`src/pkg/dsc_params.svh`:
```
// Constants of the front-panel switch decoder: offsets, switch positions,
// protected word spans, codes and timing.
// Assumes it is included by bare name by the synchroniser, the top level and the bench.
`ifndef DSC_PARAMS_SVH
`define DSC_PARAMS_SVH

// ----------------------------------------------------------------------
// Register offsets (byte addresses on the APB)
// ----------------------------------------------------------------------
`define DSC_OFF_SWCFG      12'h000
`define DSC_OFF_SETUP_MODE 12'h004
`define DSC_OFF_SETUP_BATT 12'h008
`define DSC_OFF_STATUS     12'h00C

// ----------------------------------------------------------------------
// Switch positions (switch n sits at bit n-1 of the pin vector)
// ----------------------------------------------------------------------
`define DSC_SW_PROTECT  0
`define DSC_SW_AUTOXFER 1
`define DSC_SW_ENGLISH  2
`define DSC_SW_EXPUSER  3
`define DSC_SW_SERSTD   4
`define DSC_SW_USER     5
`define DSC_SW_PERANY   6
`define DSC_SW_PROTOOL  7

// ----------------------------------------------------------------------
// Data memory word spans (6144..6568, 6600..6655, 6645, 6650)
// ----------------------------------------------------------------------
`define DSC_RODM_LO      16'h1800
`define DSC_RODM_HI      16'h19A8
`define DSC_SETUP_LO     16'h19C8
`define DSC_SETUP_HI     16'h19FF
`define DSC_RS232_CFG_LO 16'h19F5
`define DSC_PERI_CFG_LO  16'h19FA

// ----------------------------------------------------------------------
// Standard serial frame: host command protocol, 1 start, even, 7 data, 2 stop
// ----------------------------------------------------------------------
`define DSC_STD_DATA_BITS 4'h7
`define DSC_STD_STOP_BITS 2'h2
`define DSC_STD_BAUD      16'h2580

// ----------------------------------------------------------------------
// Codes
// ----------------------------------------------------------------------
`define DSC_MODE_PROGRAM 2'h0
`define DSC_MODE_MONITOR 2'h1
`define DSC_MODE_RUN     2'h2
`define DSC_START_SWITCH 8'h00
`define DSC_START_LAST   8'h01
`define DSC_START_FIELD  8'h02
`define DSC_DEV_NONE     2'h0
`define DSC_DEV_CONSOLE  2'h1
`define DSC_DEV_OTHER    2'h2
`define DSC_XSEL_PROG    2'h0
`define DSC_XSEL_RODM    2'h1
`define DSC_XSEL_SETUP   2'h2
`define DSC_XSEL_EXP     2'h3
`define DSC_BATT_SUPPRESS 4'h1
`define DSC_SETUP_RST    16'h0000

// ----------------------------------------------------------------------
// Timing
// ----------------------------------------------------------------------
`define DSC_PCLK_MHZ   250
`define DSC_SETTLE_NS  1000
`define DSC_SETTLE_CYC ((`DSC_SETTLE_NS * `DSC_PCLK_MHZ + 999) / 1000)

`endif

```
`src/pkg/dsc_pkg.sv`:
```
// Types shared by the switch decoder modules.
// Assumes nothing beyond a SystemVerilog compiler.
package dsc_pkg;

  typedef enum logic [1:0] {
    dsc_st_settle,
    dsc_st_latch,
    dsc_st_xfer,
    dsc_st_ready
  } dsc_state_e;

  typedef struct packed {
    logic write_protect;
    logic auto_xfer;
    logic lang_english;
    logic exp_user;
    logic serial_std;
    logic periph_any;
    logic proto_tool;
    logic periph_std;
    logic rs232_std;
  } dsc_cfg_s;

  typedef struct packed {
    logic        valid;
    logic        space;
    logic [15:0] addr;
  } dsc_pdreq_s;

  typedef struct packed {
    logic ack;
    logic ok;
  } dsc_pdrsp_s;

  typedef struct packed {
    logic       req;
    logic [1:0] sel;
  } dsc_xfer_s;

  typedef struct packed {
    logic [8:0] s1;
    logic [8:0] s2;
  } dsc_sync_s;

  typedef struct packed {
    dsc_state_e  st;
    logic [7:0]  settle;
    dsc_cfg_s    cfg;
    logic        user_mirror;
    logic [1:0]  op_mode;
    logic        mode_valid;
    logic [15:0] setup_mode;
    logic [15:0] setup_batt;
    dsc_pdrsp_s  pd_rsp;
    logic        pd_rej_flag;
    dsc_xfer_s   xfer;
    logic        exp_restore;
    logic        batt_err;
    logic        held_lost;
    logic        pready;
    logic        pslverr;
    logic [31:0] prdata;
  } dsc_top_s;

endpackage

```
`src/logic/dsc_sync.sv`:
```
// Two-stage synchroniser for the switch and battery pins.
// Assumes asynchronous pin levels and the decoder's pclk domain.
`include "dsc_params.svh"

module dsc_sync (
  input  wire logic       pclk,
  input  wire logic       presetn,
  input  wire logic [8:0] d,
  output logic      [8:0] q
);

  dsc_pkg::dsc_sync_s r;
  dsc_pkg::dsc_sync_s next_r;

  // First stage feeds only the second stage
  always_comb begin
    next_r.s1 = d;
    next_r.s2 = r.s1;
  end

  always_ff @(posedge pclk or negedge presetn) begin
    if (!presetn) begin
      r <= '0;
    end else begin
      r <= next_r;
    end
  end

  assign q = r.s2;

endmodule

```
`src/logic/dsc_span.sv`:
```
// Inclusive word-address window compare.
// Assumes the address comes from logic on the same clock.
module dsc_span #(
  parameter logic [15:0] LO = 16'h0000,
  parameter logic [15:0] HI = 16'hFFFF
) (
  input  wire logic [15:0] addr,
  output logic             hit
);

  assign hit = (addr >= LO) && (addr <= HI);

endmodule

```
`src/logic/dsc_top.sv`:
```
// Front-panel switch decoder: samples seven switches after power-on, mirrors the user one,
// gates programming-device writes, runs the cassette auto-transfer,
// picks port settings and the startup mode, and flags battery trouble.
// Assumes an APB master on pclk, and that the write-request, device-kind
// and cassette signals come from logic on the same clock.
//
// How it works
// - Protect switch on rejects protected device writes
// - Auto-transfer switch copies cassette at start-up
// - Expansion switch off skips expansion info copy
// - Expansion switch selects user or default codes
// - Power-on with expansion off restores defaults
// - Serial switch on forces standard port frames
// - Peripheral switch off ignores standard peripheral
// - Serial switch off uses setup words
// - User switch mirrored continuously to auxiliary bit
// - Peripheral switch off accepts console only
// - Language switch on selects English messages
// - No battery loses held areas at power-off
// - Setup nibble suppresses battery error detection
// - Startup field zero takes mode from switch
`include "dsc_params.svh"

module dsc_top (
  input  wire logic              pclk,
  input  wire logic              presetn,
  input  wire logic              psel,
  input  wire logic              penable,
  input  wire logic              pwrite,
  input  wire logic [11:0]       paddr,
  input  wire logic [31:0]       pwdata,
  output logic      [31:0]       prdata,
  output logic                   pready,
  output logic                   pslverr,
  input  wire logic [7:0]        sw_pin,
  input  wire logic              battery_ok_pin,
  input  wire logic [1:0]        dev_kind,
  input  wire logic [1:0]        console_mode,
  input  wire logic              cable_run,
  input  wire dsc_pkg::dsc_pdreq_s pd_req,
  output dsc_pkg::dsc_pdrsp_s    pd_rsp,
  output dsc_pkg::dsc_xfer_s     xfer,
  input  wire logic              xfer_done,
  output dsc_pkg::dsc_cfg_s      cfg,
  output logic                   user_switch_mirror_bit,
  output logic      [1:0]        op_mode,
  output logic                   mode_valid,
  output logic                   exp_restore,
  output logic                   batt_err,
  output logic                   held_lost
);

  // ----------------------------------------------------------------------
  // Pin synchronisation and write windows
  // ----------------------------------------------------------------------
  logic [8:0] pins;
  logic [7:0] sw;
  logic       batt_ok;
  logic       hit_rodm;
  logic       hit_setup;

  dsc_sync u_sync (
    .pclk    (pclk),
    .presetn (presetn),
    .d       ({battery_ok_pin, sw_pin}),
    .q       (pins)
  );

  assign sw      = pins[7:0];
  assign batt_ok = pins[8];

  dsc_span #(.LO(`DSC_RODM_LO), .HI(`DSC_RODM_HI)) u_rodm (
    .addr (pd_req.addr),
    .hit  (hit_rodm)
  );

  dsc_span #(.LO(`DSC_SETUP_LO), .HI(`DSC_SETUP_HI)) u_setup (
    .addr (pd_req.addr),
    .hit  (hit_setup)
  );

  // ----------------------------------------------------------------------
  // State
  // ----------------------------------------------------------------------
  dsc_pkg::dsc_top_s q;
  dsc_pkg::dsc_top_s next_q;

  logic       protected_hit;
  logic       apb_setup;
  logic       apb_commit;
  logic [1:0] start_mode;
  logic       rej_event;
  logic       xfer_last;

  // Program space is protected whole; data memory only in its two windows
  assign protected_hit = !pd_req.space || hit_rodm || hit_setup;
  assign apb_setup     = psel && penable && !q.pready;
  assign apb_commit    = psel && penable && q.pready;
  assign rej_event     = pd_req.valid && !(q.st == dsc_pkg::dsc_st_ready
                         && !(q.cfg.write_protect && protected_hit));
  // The expansion block is last only when the expansion switch is on
  assign xfer_last     = (q.xfer.sel == `DSC_XSEL_EXP)
                         || (q.xfer.sel == `DSC_XSEL_SETUP && !q.cfg.exp_user);

  // Startup mode from the setup word and, for field zero, the switch
  always_comb begin
    start_mode = `DSC_MODE_PROGRAM;
    case (q.setup_mode[15:8])
      `DSC_START_SWITCH: begin
        case (dev_kind)
          `DSC_DEV_NONE: begin
            start_mode = q.cfg.periph_any ? `DSC_MODE_RUN : `DSC_MODE_PROGRAM;
          end
          `DSC_DEV_CONSOLE: begin
            start_mode = q.cfg.periph_any ? `DSC_MODE_PROGRAM : console_mode;
          end
          `DSC_DEV_OTHER: begin
            start_mode = (q.cfg.periph_any && cable_run) ? `DSC_MODE_RUN
                                                         : `DSC_MODE_PROGRAM;
          end
          default: start_mode = `DSC_MODE_PROGRAM;
        endcase
      end
      // Only the mode held since reset is known; no memory across power loss
      `DSC_START_LAST:  start_mode = q.op_mode;
      `DSC_START_FIELD: start_mode = q.setup_mode[1:0];
      default:          start_mode = `DSC_MODE_PROGRAM;
    endcase
  end

  always_comb begin
    next_q = q;
    next_q.pd_rsp      = '0;
    next_q.exp_restore = 1'b0;
    next_q.user_mirror = sw[`DSC_SW_USER];
    next_q.batt_err    = !batt_ok
                         && (q.setup_batt[15:12] != `DSC_BATT_SUPPRESS);

    // ----------------------------------------------------------------------
    // Power-on sequence
    // ----------------------------------------------------------------------
    case (q.st)
      dsc_pkg::dsc_st_settle: begin
        // Let the switch contacts and synchroniser settle before sampling
        if (q.settle == 8'(`DSC_SETTLE_CYC - 1)) begin
          next_q.st = dsc_pkg::dsc_st_latch;
        end else begin
          next_q.settle = q.settle + 8'h01;
        end
      end
      dsc_pkg::dsc_st_latch: begin
        // One sample per power cycle; later moves are not seen except on the user switch mirror
        next_q.cfg.write_protect = sw[`DSC_SW_PROTECT];
        next_q.cfg.auto_xfer     = sw[`DSC_SW_AUTOXFER];
        next_q.cfg.lang_english  = sw[`DSC_SW_ENGLISH];
        next_q.cfg.exp_user      = sw[`DSC_SW_EXPUSER];
        next_q.cfg.serial_std    = sw[`DSC_SW_SERSTD];
        next_q.cfg.periph_any    = sw[`DSC_SW_PERANY];
        next_q.cfg.proto_tool    = sw[`DSC_SW_PROTOOL];
        next_q.cfg.rs232_std     = sw[`DSC_SW_SERSTD];
        next_q.cfg.periph_std    = sw[`DSC_SW_SERSTD]
                                   && sw[`DSC_SW_PERANY];
        // Any changed code assignments are dropped for the defaults
        next_q.exp_restore       = !sw[`DSC_SW_EXPUSER];
        // Without a battery the held areas did not survive power-off
        next_q.held_lost         = !batt_ok;
        if (sw[`DSC_SW_AUTOXFER]) begin
          next_q.st       = dsc_pkg::dsc_st_xfer;
          next_q.xfer.req = 1'b1;
          next_q.xfer.sel = `DSC_XSEL_PROG;
        end else begin
          next_q.st = dsc_pkg::dsc_st_ready;
        end
      end
      dsc_pkg::dsc_st_xfer: begin
        if (xfer_done) begin
          if (xfer_last) begin
            next_q.xfer.req = 1'b0;
            next_q.st       = dsc_pkg::dsc_st_ready;
          end else begin
            next_q.xfer.sel = q.xfer.sel + 2'h1;
          end
        end
      end
      dsc_pkg::dsc_st_ready: begin
        // Mode is chosen once, after any cassette data is in place
        if (!q.mode_valid) begin
          next_q.op_mode    = start_mode;
          next_q.mode_valid = 1'b1;
        end
      end
      default: next_q.st = dsc_pkg::dsc_st_settle;
    endcase

    // ----------------------------------------------------------------------
    // Programming-device writes
    // ----------------------------------------------------------------------
    if (pd_req.valid) begin
      next_q.pd_rsp.ack = 1'b1;
      next_q.pd_rsp.ok  = !rej_event;
    end

    // ----------------------------------------------------------------------
    // APB slave: one wait state, answer registered
    // ----------------------------------------------------------------------
    next_q.pready  = apb_setup;
    next_q.pslverr = 1'b0;
    next_q.prdata  = '0;
    if (apb_setup) begin
      case (paddr)
        `DSC_OFF_SWCFG: begin
          next_q.prdata = {21'h00000, q.cfg.rs232_std, q.cfg.periph_std,
                           q.user_mirror, 1'b0, q.cfg.write_protect,
                           q.cfg.auto_xfer, q.cfg.lang_english, q.cfg.exp_user,
                           q.cfg.serial_std, q.cfg.periph_any, q.cfg.proto_tool};
        end
        `DSC_OFF_SETUP_MODE: next_q.prdata = {16'h0000, q.setup_mode};
        `DSC_OFF_SETUP_BATT: next_q.prdata = {16'h0000, q.setup_batt};
        `DSC_OFF_STATUS: begin
          next_q.prdata = {24'h000000, 1'b0, q.xfer.req, q.pd_rej_flag,
                           q.held_lost, q.batt_err, q.mode_valid, q.op_mode};
        end
        default: next_q.pslverr = 1'b1;
      endcase
    end
    if (apb_commit && pwrite) begin
      case (paddr)
        `DSC_OFF_SETUP_MODE: next_q.setup_mode = pwdata[15:0];
        `DSC_OFF_SETUP_BATT: next_q.setup_batt = pwdata[15:0];
        `DSC_OFF_STATUS: begin
          if (pwdata[5]) begin
            next_q.pd_rej_flag = 1'b0;
          end
        end
        default: next_q.pd_rej_flag = q.pd_rej_flag;
      endcase
    end
    // A rejection in the clearing cycle still leaves the flag set
    if (rej_event) begin
      next_q.pd_rej_flag = 1'b1;
    end
  end

  always_ff @(posedge pclk or negedge presetn) begin
    if (!presetn) begin
      q            <= '0;
      q.st         <= dsc_pkg::dsc_st_settle;
      q.setup_mode <= `DSC_SETUP_RST;
      q.setup_batt <= `DSC_SETUP_RST;
      q.op_mode    <= `DSC_MODE_PROGRAM;
    end else begin
      q <= next_q;
    end
  end

  // ----------------------------------------------------------------------
  // Outputs
  // ----------------------------------------------------------------------
  assign prdata                 = q.prdata;
  assign pready                 = q.pready;
  assign pslverr                = q.pslverr;
  assign pd_rsp                 = q.pd_rsp;
  assign xfer                   = q.xfer;
  assign cfg                    = q.cfg;
  assign user_switch_mirror_bit = q.user_mirror;
  assign op_mode                = q.op_mode;
  assign mode_valid             = q.mode_valid;
  assign exp_restore            = q.exp_restore;
  assign batt_err               = q.batt_err;
  assign held_lost              = q.held_lost;

  // ----------------------------------------------------------------------
  // Checks
  // ----------------------------------------------------------------------
  chk_protect_reject: assert property (
    @(posedge pclk) disable iff (!presetn)
    (pd_req.valid && q.cfg.write_protect && protected_hit)
      |=> (pd_rsp.ack && !pd_rsp.ok))
    else $error("protected write was accepted");

  chk_open_accept: assert property (
    @(posedge pclk) disable iff (!presetn)
    (pd_req.valid && q.st == dsc_pkg::dsc_st_ready && !q.cfg.write_protect)
      |=> (pd_rsp.ack && pd_rsp.ok))
    else $error("unprotected write was rejected");

  chk_xfer_gate: assert property (
    @(posedge pclk) disable iff (!presetn)
    xfer.req |-> (q.cfg.auto_xfer && q.st == dsc_pkg::dsc_st_xfer))
    else $error("cassette copy without auto-transfer");

  chk_exp_skip: assert property (
    @(posedge pclk) disable iff (!presetn)
    (xfer.req && xfer.sel == `DSC_XSEL_EXP) |-> q.cfg.exp_user)
    else $error("expansion info copied with switch off");

  chk_exp_restore: assert property (
    @(posedge pclk) disable iff (!presetn)
    exp_restore |-> (!cfg.exp_user ##1 !exp_restore [*4]))
    else $error("default restore wrong or repeated");

  chk_periph_std: assert property (
    @(posedge pclk) disable iff (!presetn)
    (q.st == dsc_pkg::dsc_st_ready)
      |-> (cfg.periph_std == (cfg.serial_std && cfg.periph_any)
           && cfg.rs232_std == cfg.serial_std))
    else $error("port standard selection wrong");

  // Only compared once the pin history no longer reaches back into reset
  chk_user_mirror: assert property (
    @(posedge pclk) disable iff (!presetn)
    $past(presetn, 3)
      |-> (user_switch_mirror_bit == $past(sw_pin[`DSC_SW_USER], 3)))
    else $error("user switch mirror lags or differs");

  chk_batt_suppress: assert property (
    @(posedge pclk) disable iff (!presetn)
    (q.setup_batt[15:12] == `DSC_BATT_SUPPRESS) |=> !batt_err)
    else $error("battery error raised while suppressed");

  chk_start_switch: assert property (
    @(posedge pclk) disable iff (!presetn)
    (q.st == dsc_pkg::dsc_st_ready && !q.mode_valid && dev_kind == `DSC_DEV_NONE
     && q.setup_mode[15:8] == `DSC_START_SWITCH)
      |=> (mode_valid && op_mode == ($past(q.cfg.periph_any) ? `DSC_MODE_RUN
                                                              : `DSC_MODE_PROGRAM)))
    else $error("startup mode does not follow switch");

  chk_cfg_hold: assert property (
    @(posedge pclk) disable iff (!presetn)
    (q.st == dsc_pkg::dsc_st_ready) |=> $stable(cfg))
    else $error("latched configuration changed");

  chk_apb_answer: assert property (
    @(posedge pclk) disable iff (!presetn)
    (psel && penable && !pready) |=> (pready ##1 !pready))
    else $error("apb answer not one cycle after access");

endmodule

```
`config.mk`:
```
export PLATFORM = sky130hd
export DESIGN_NAME = dsc_top
export DESIGN_NICKNAME = d
export VERILOG_FILES = /design/src/pkg/dsc_pkg.sv /design/src/logic/dsc_sync.sv /design/src/logic/dsc_span.sv /design/src/logic/dsc_top.sv
export VERILOG_INCLUDE_DIRS = /design/src /design/src/pkg
export SDC_FILE = /design/constraint.sdc
export NUM_CORES = 1
export LEC_CHECK = 0
export BUFFER_PORTS_ARGS = -buffer_cell sky130_fd_sc_hd__buf_2
export CORE_UTILIZATION = 53
export CTS_BUF_LIST = sky130_fd_sc_hd__clkbuf_8
export DETAILED_ROUTE_END_ITERATION = 16
export HOLD_SLACK_MARGIN = 0.15
export PLACE_DENSITY = 0.82
export REMOVE_ABC_BUFFERS = 1
export SYNTH_ARGS = -nofsm -noshare
export SYNTH_HDL_FRONTEND = slang
export SYNTH_HIERARCHICAL = 1
export SYNTH_SLANG_ARGS = --single-unit
```
`constraint.sdc`:
```
create_clock -name pclk -period 2 [get_ports pclk]
set_input_delay 0.4 -clock pclk [delete_from_list [all_inputs] [get_ports pclk]]
set_output_delay 0.4 -clock pclk [all_outputs]
set_load 0.02 [all_outputs]
```
==> out/results.tsv <==
stage	metric	value	unit
power_and_ir_drop	leakage	2.70	nW
synthesis	Post-synth EDFFs	0	
global_routing	initial antenna violation count	0	
power_and_ir_drop	Power Density	685	nW/um^2
routing	Vias	3108	
setup_path	Critical Path Start Type	flip-flop	
power_and_ir_drop	total power	3.68	mW
layout	post-layout instance area	5370	sq um
setup_path	CP Max Fanout	4	
routing	Routed Wire Length	8920	um
setup_path	R2R setup slack	0.22	ns
sta	Layout Skew	0.00723	ns
sta	Fmax	562	MHz
cts	total CTS buffers	9	
hold_path	HP Start	paddr[1]	
die	Die H	95.1	um
global_routing	Total Routing Usage GR	0.207	
cts	Clock Sinks	99	
sta	measured slew at the worst slew-check pin	0.521	ns
placed_design	HPWL after DPL	6550	um
die	number of I/O pins	137	
die	core area	8300	sq um
layout	layout cells sized above 1	0.402	
sta	Slew headroom	0.648	
sta	Final min period	1.78	ns
layout	Layout Nets	555	
cts	clock root cell	clkbuf_8	
sta	# setup viols final	0	
routing	initial DRC count	95	
die	Die Area	9040	sq um
global_routing	GRT overflow	0	
sta	final max-slew violation count	0	
cts	H-tree Lvls	3	
cts	maximum clock insertion buffer count	2	
synthesis	Mapped Cells	367	
synthesis	Synth Area per Inst	12.5	sq um
synthesis	warnings from Yosys	6	
setup_path	Reg2Reg Depth	6	
layout	number of fill cells	637	
synthesis	top-count cell post-synth	dfrtp_1	
cts	setup bufs post-CTS	0	
cts	worst skew pair latency	0.36	ns
synthesis	cell taking the most area after synthesis	dfrtp_1	
setup_path	critical path type	flip-flop to flip-flop	
sta	Final Cycle Share	0.890	
setup_path	crit path DAT	2.04	ns
sta	setup repair after global routing missed its margin	false	
layout	Post-Route Utilization	0.647	
sta	final hold violations	0	
setup_path	Crit. End Element	flip-flop	
global_routing	vias in the first global route	2959	
synthesis	top cell type's share of synthesized area	0.540	
global_routing	first-pass GRT wire length	14000	um
synthesis	Cell variety after synth	57	
synthesis	Main synth FF type	dfrtp_1	
setup_path	RR Startpoint	q[96]	
synthesis	top cells by area, synth	dfrtp_1 (54%), buf_4 (8.0%), mux2_2 (7.6%), mux2_4 (3.3%), ha_1 (2.2%)	
synthesis	commonest cells in the netlist	dfrtp_1 (99), buf_4 (49), mux2_2 (31)	
cts	CTS Hold Buffers Added	10	
status	status	completed	
die	initial core utilization	0.553	
placed_design	I/O Buffers	104	
setup_path	FF-to-FF End	q[96]	
setup_path	Critical Path Source	q[96]	
synthesis	area of the mapped netlist	4590	sq um
layout	Antenna Cells	0	
setup_path	WP data required	2.26	ns
synthesis	sequential share of the synthesized area	0.540	
cts	post_cts resized	0	
synthesis	Async SR Flop Fraction	1.00	
placed_design	Final Wtd Congestion	0.798	
die	die extent in x	95.1	um
routing	via density per instance	5.41	
global_routing	largest net degree at the start of global routing	39	
cts	TritonCTS clock tree	yes	
routing	DR DRC count	0	
placed_design	placement-stage cell area	5040	sq um
cts	clock-pin slew on the worst setup and hold paths	0.09	ns
routing	final antenna-violating net count	0	
hold_path	HP Class	input pin to flip-flop	
setup_path	CP endpoint	q[96]	
synthesis	Seq cells post-synth	99	
routing	first drt pass iteration count	4	
die	Placement Rows	33	
layout	post-synthesis to final-layout area growth	16.9	%
power_and_ir_drop	VDD IR-drop max	477	uV
flow_run	Max Cap Viol	0	
routing	drt wl/cell	15.5	um
-- final cells by class --
cell class	count	area, sq um	share of cell area
clock inverter	7	100	0.0186
clock buffer	9	124	0.0231
sequential	99	2480	0.461
multi-input combinational	213	1710	0.318
tap	105	131	0.0245
inverter	11	41.3	0.00769
timing repair buffer	131	791	0.147
-- state kept, by name, indices dropped and copies added, names as in the netlist --
| register | flops |
|---|---|
| q | 43 |
| prdata | 16 |
| u_sync/next_r | 9 |
| u_sync/q | 9 |
| cfg | 8 |
| xfer | 3 |
| op_mode | 2 |
| pd_rsp | 2 |
| batt_err | 1 |
| exp_restore | 1 |
| held_lost | 1 |
| mode_valid | 1 |
| pready | 1 |
| pslverr | 1 |
| user_switch_mirror_bit | 1 |
-- layout by cell type, fill, tap and decap left out, drive strengths merged, types with 3 or more instances in the layout --
cell type	Yosys	layout
buf	51	120
dfrtp	99	99
mux2	41	41
nor2	24	24
conb	1	16
nand2	15	15
inv	11	12
dlygate4sd3	0	11
mux2i	9	9
clkbuf	8	9
o21ai	8	8
ha	8	8
a32oi	6	6
nand4	6	6
o31ai	5	5
xnor2	5	5
and3	4	4
o22a	4	4
nor2b	4	4
and2	4	4
nor4b	4	4
nor4	4	4
a22oi	3	3
mux4	3	3
nand3	3	3
nand2b	3	3
a31oi	3	3
clkinvlp	0	3
nor3	3	3
-- power breakdown --
part / total (mW) / switching, mW / internal (mW)
Combinational: 0.235 / 0.136 / 0.0993
Sequential: 2.03 / 0.00845 / 2.02
Clock: 1.41 / 0.700 / 0.710
Total: 3.68 / 0.845 / 2.83
-- per-stage QoR --
step	worst slack [ns]	hold slack, ns	setup TNS [ns]	cells
2_1_floorplan	-0.398	0.104	-9.14	323
3_3_place_gp	-0.136	0.332	-3.90	548
3_5_place_dp	-0.161	0.335	-4.24	548
4_1_cts	0.220	0.152	0	574
5_1_grt	0.153	0.219	0	575
6_report	0.220	0.229	0	575
-- how the worst min path moves through the flow --
stage	end	slack (ns)	depth (start not counted)
after global routing	prdata[2]	0.22	2
after CTS	pd_rsp[1]	0.15	1
after detailed placement	u_sync/q[7]	0.33	0
after global placement	u_sync/q[1]	0.33	0
final	prdata[2]	0.23	2
after floorplan	batt_err	0.10	0
-- per-layer routing --
metal  wire (um)  GRT usage  vias up
met3         527     0.0526       13
met4         131     0.0833        0
met1        3810      0.262     1557
li1            -          -     1433
met2        4450      0.340      105
met5           0          0        -
-- critical path, stage by stage (launching register included) --
cell and delay (ns):
dfrtp_1 0.41, inv_1 0.08, ha_1 0.30, inv_1 0.07, or3_1 0.40, o21a_1 0.20, a31o_2 0.21
-- cells by family (layout without fill, tap and decap cells) --
logic type / count (synthesis) / after routing / share of synthesized area
adder cells (fa/ha/maj): 8 / 8 / 0.0218
XOR/XNOR: 7 / 7 / 0.0134
multiplexers: 53 / 53 / 0.143
flip-flops: 99 / 99 / 0.540
buffers and inverters: 70 / 158 / 0.101
AND/OR/NAND/NOR: 86 / 86 / 0.111
AO/OA/AOI/OAI: 43 / 43 / 0.0695
other: 1 / 16 / 0.000817
Power figures use the tool's default switching activity.
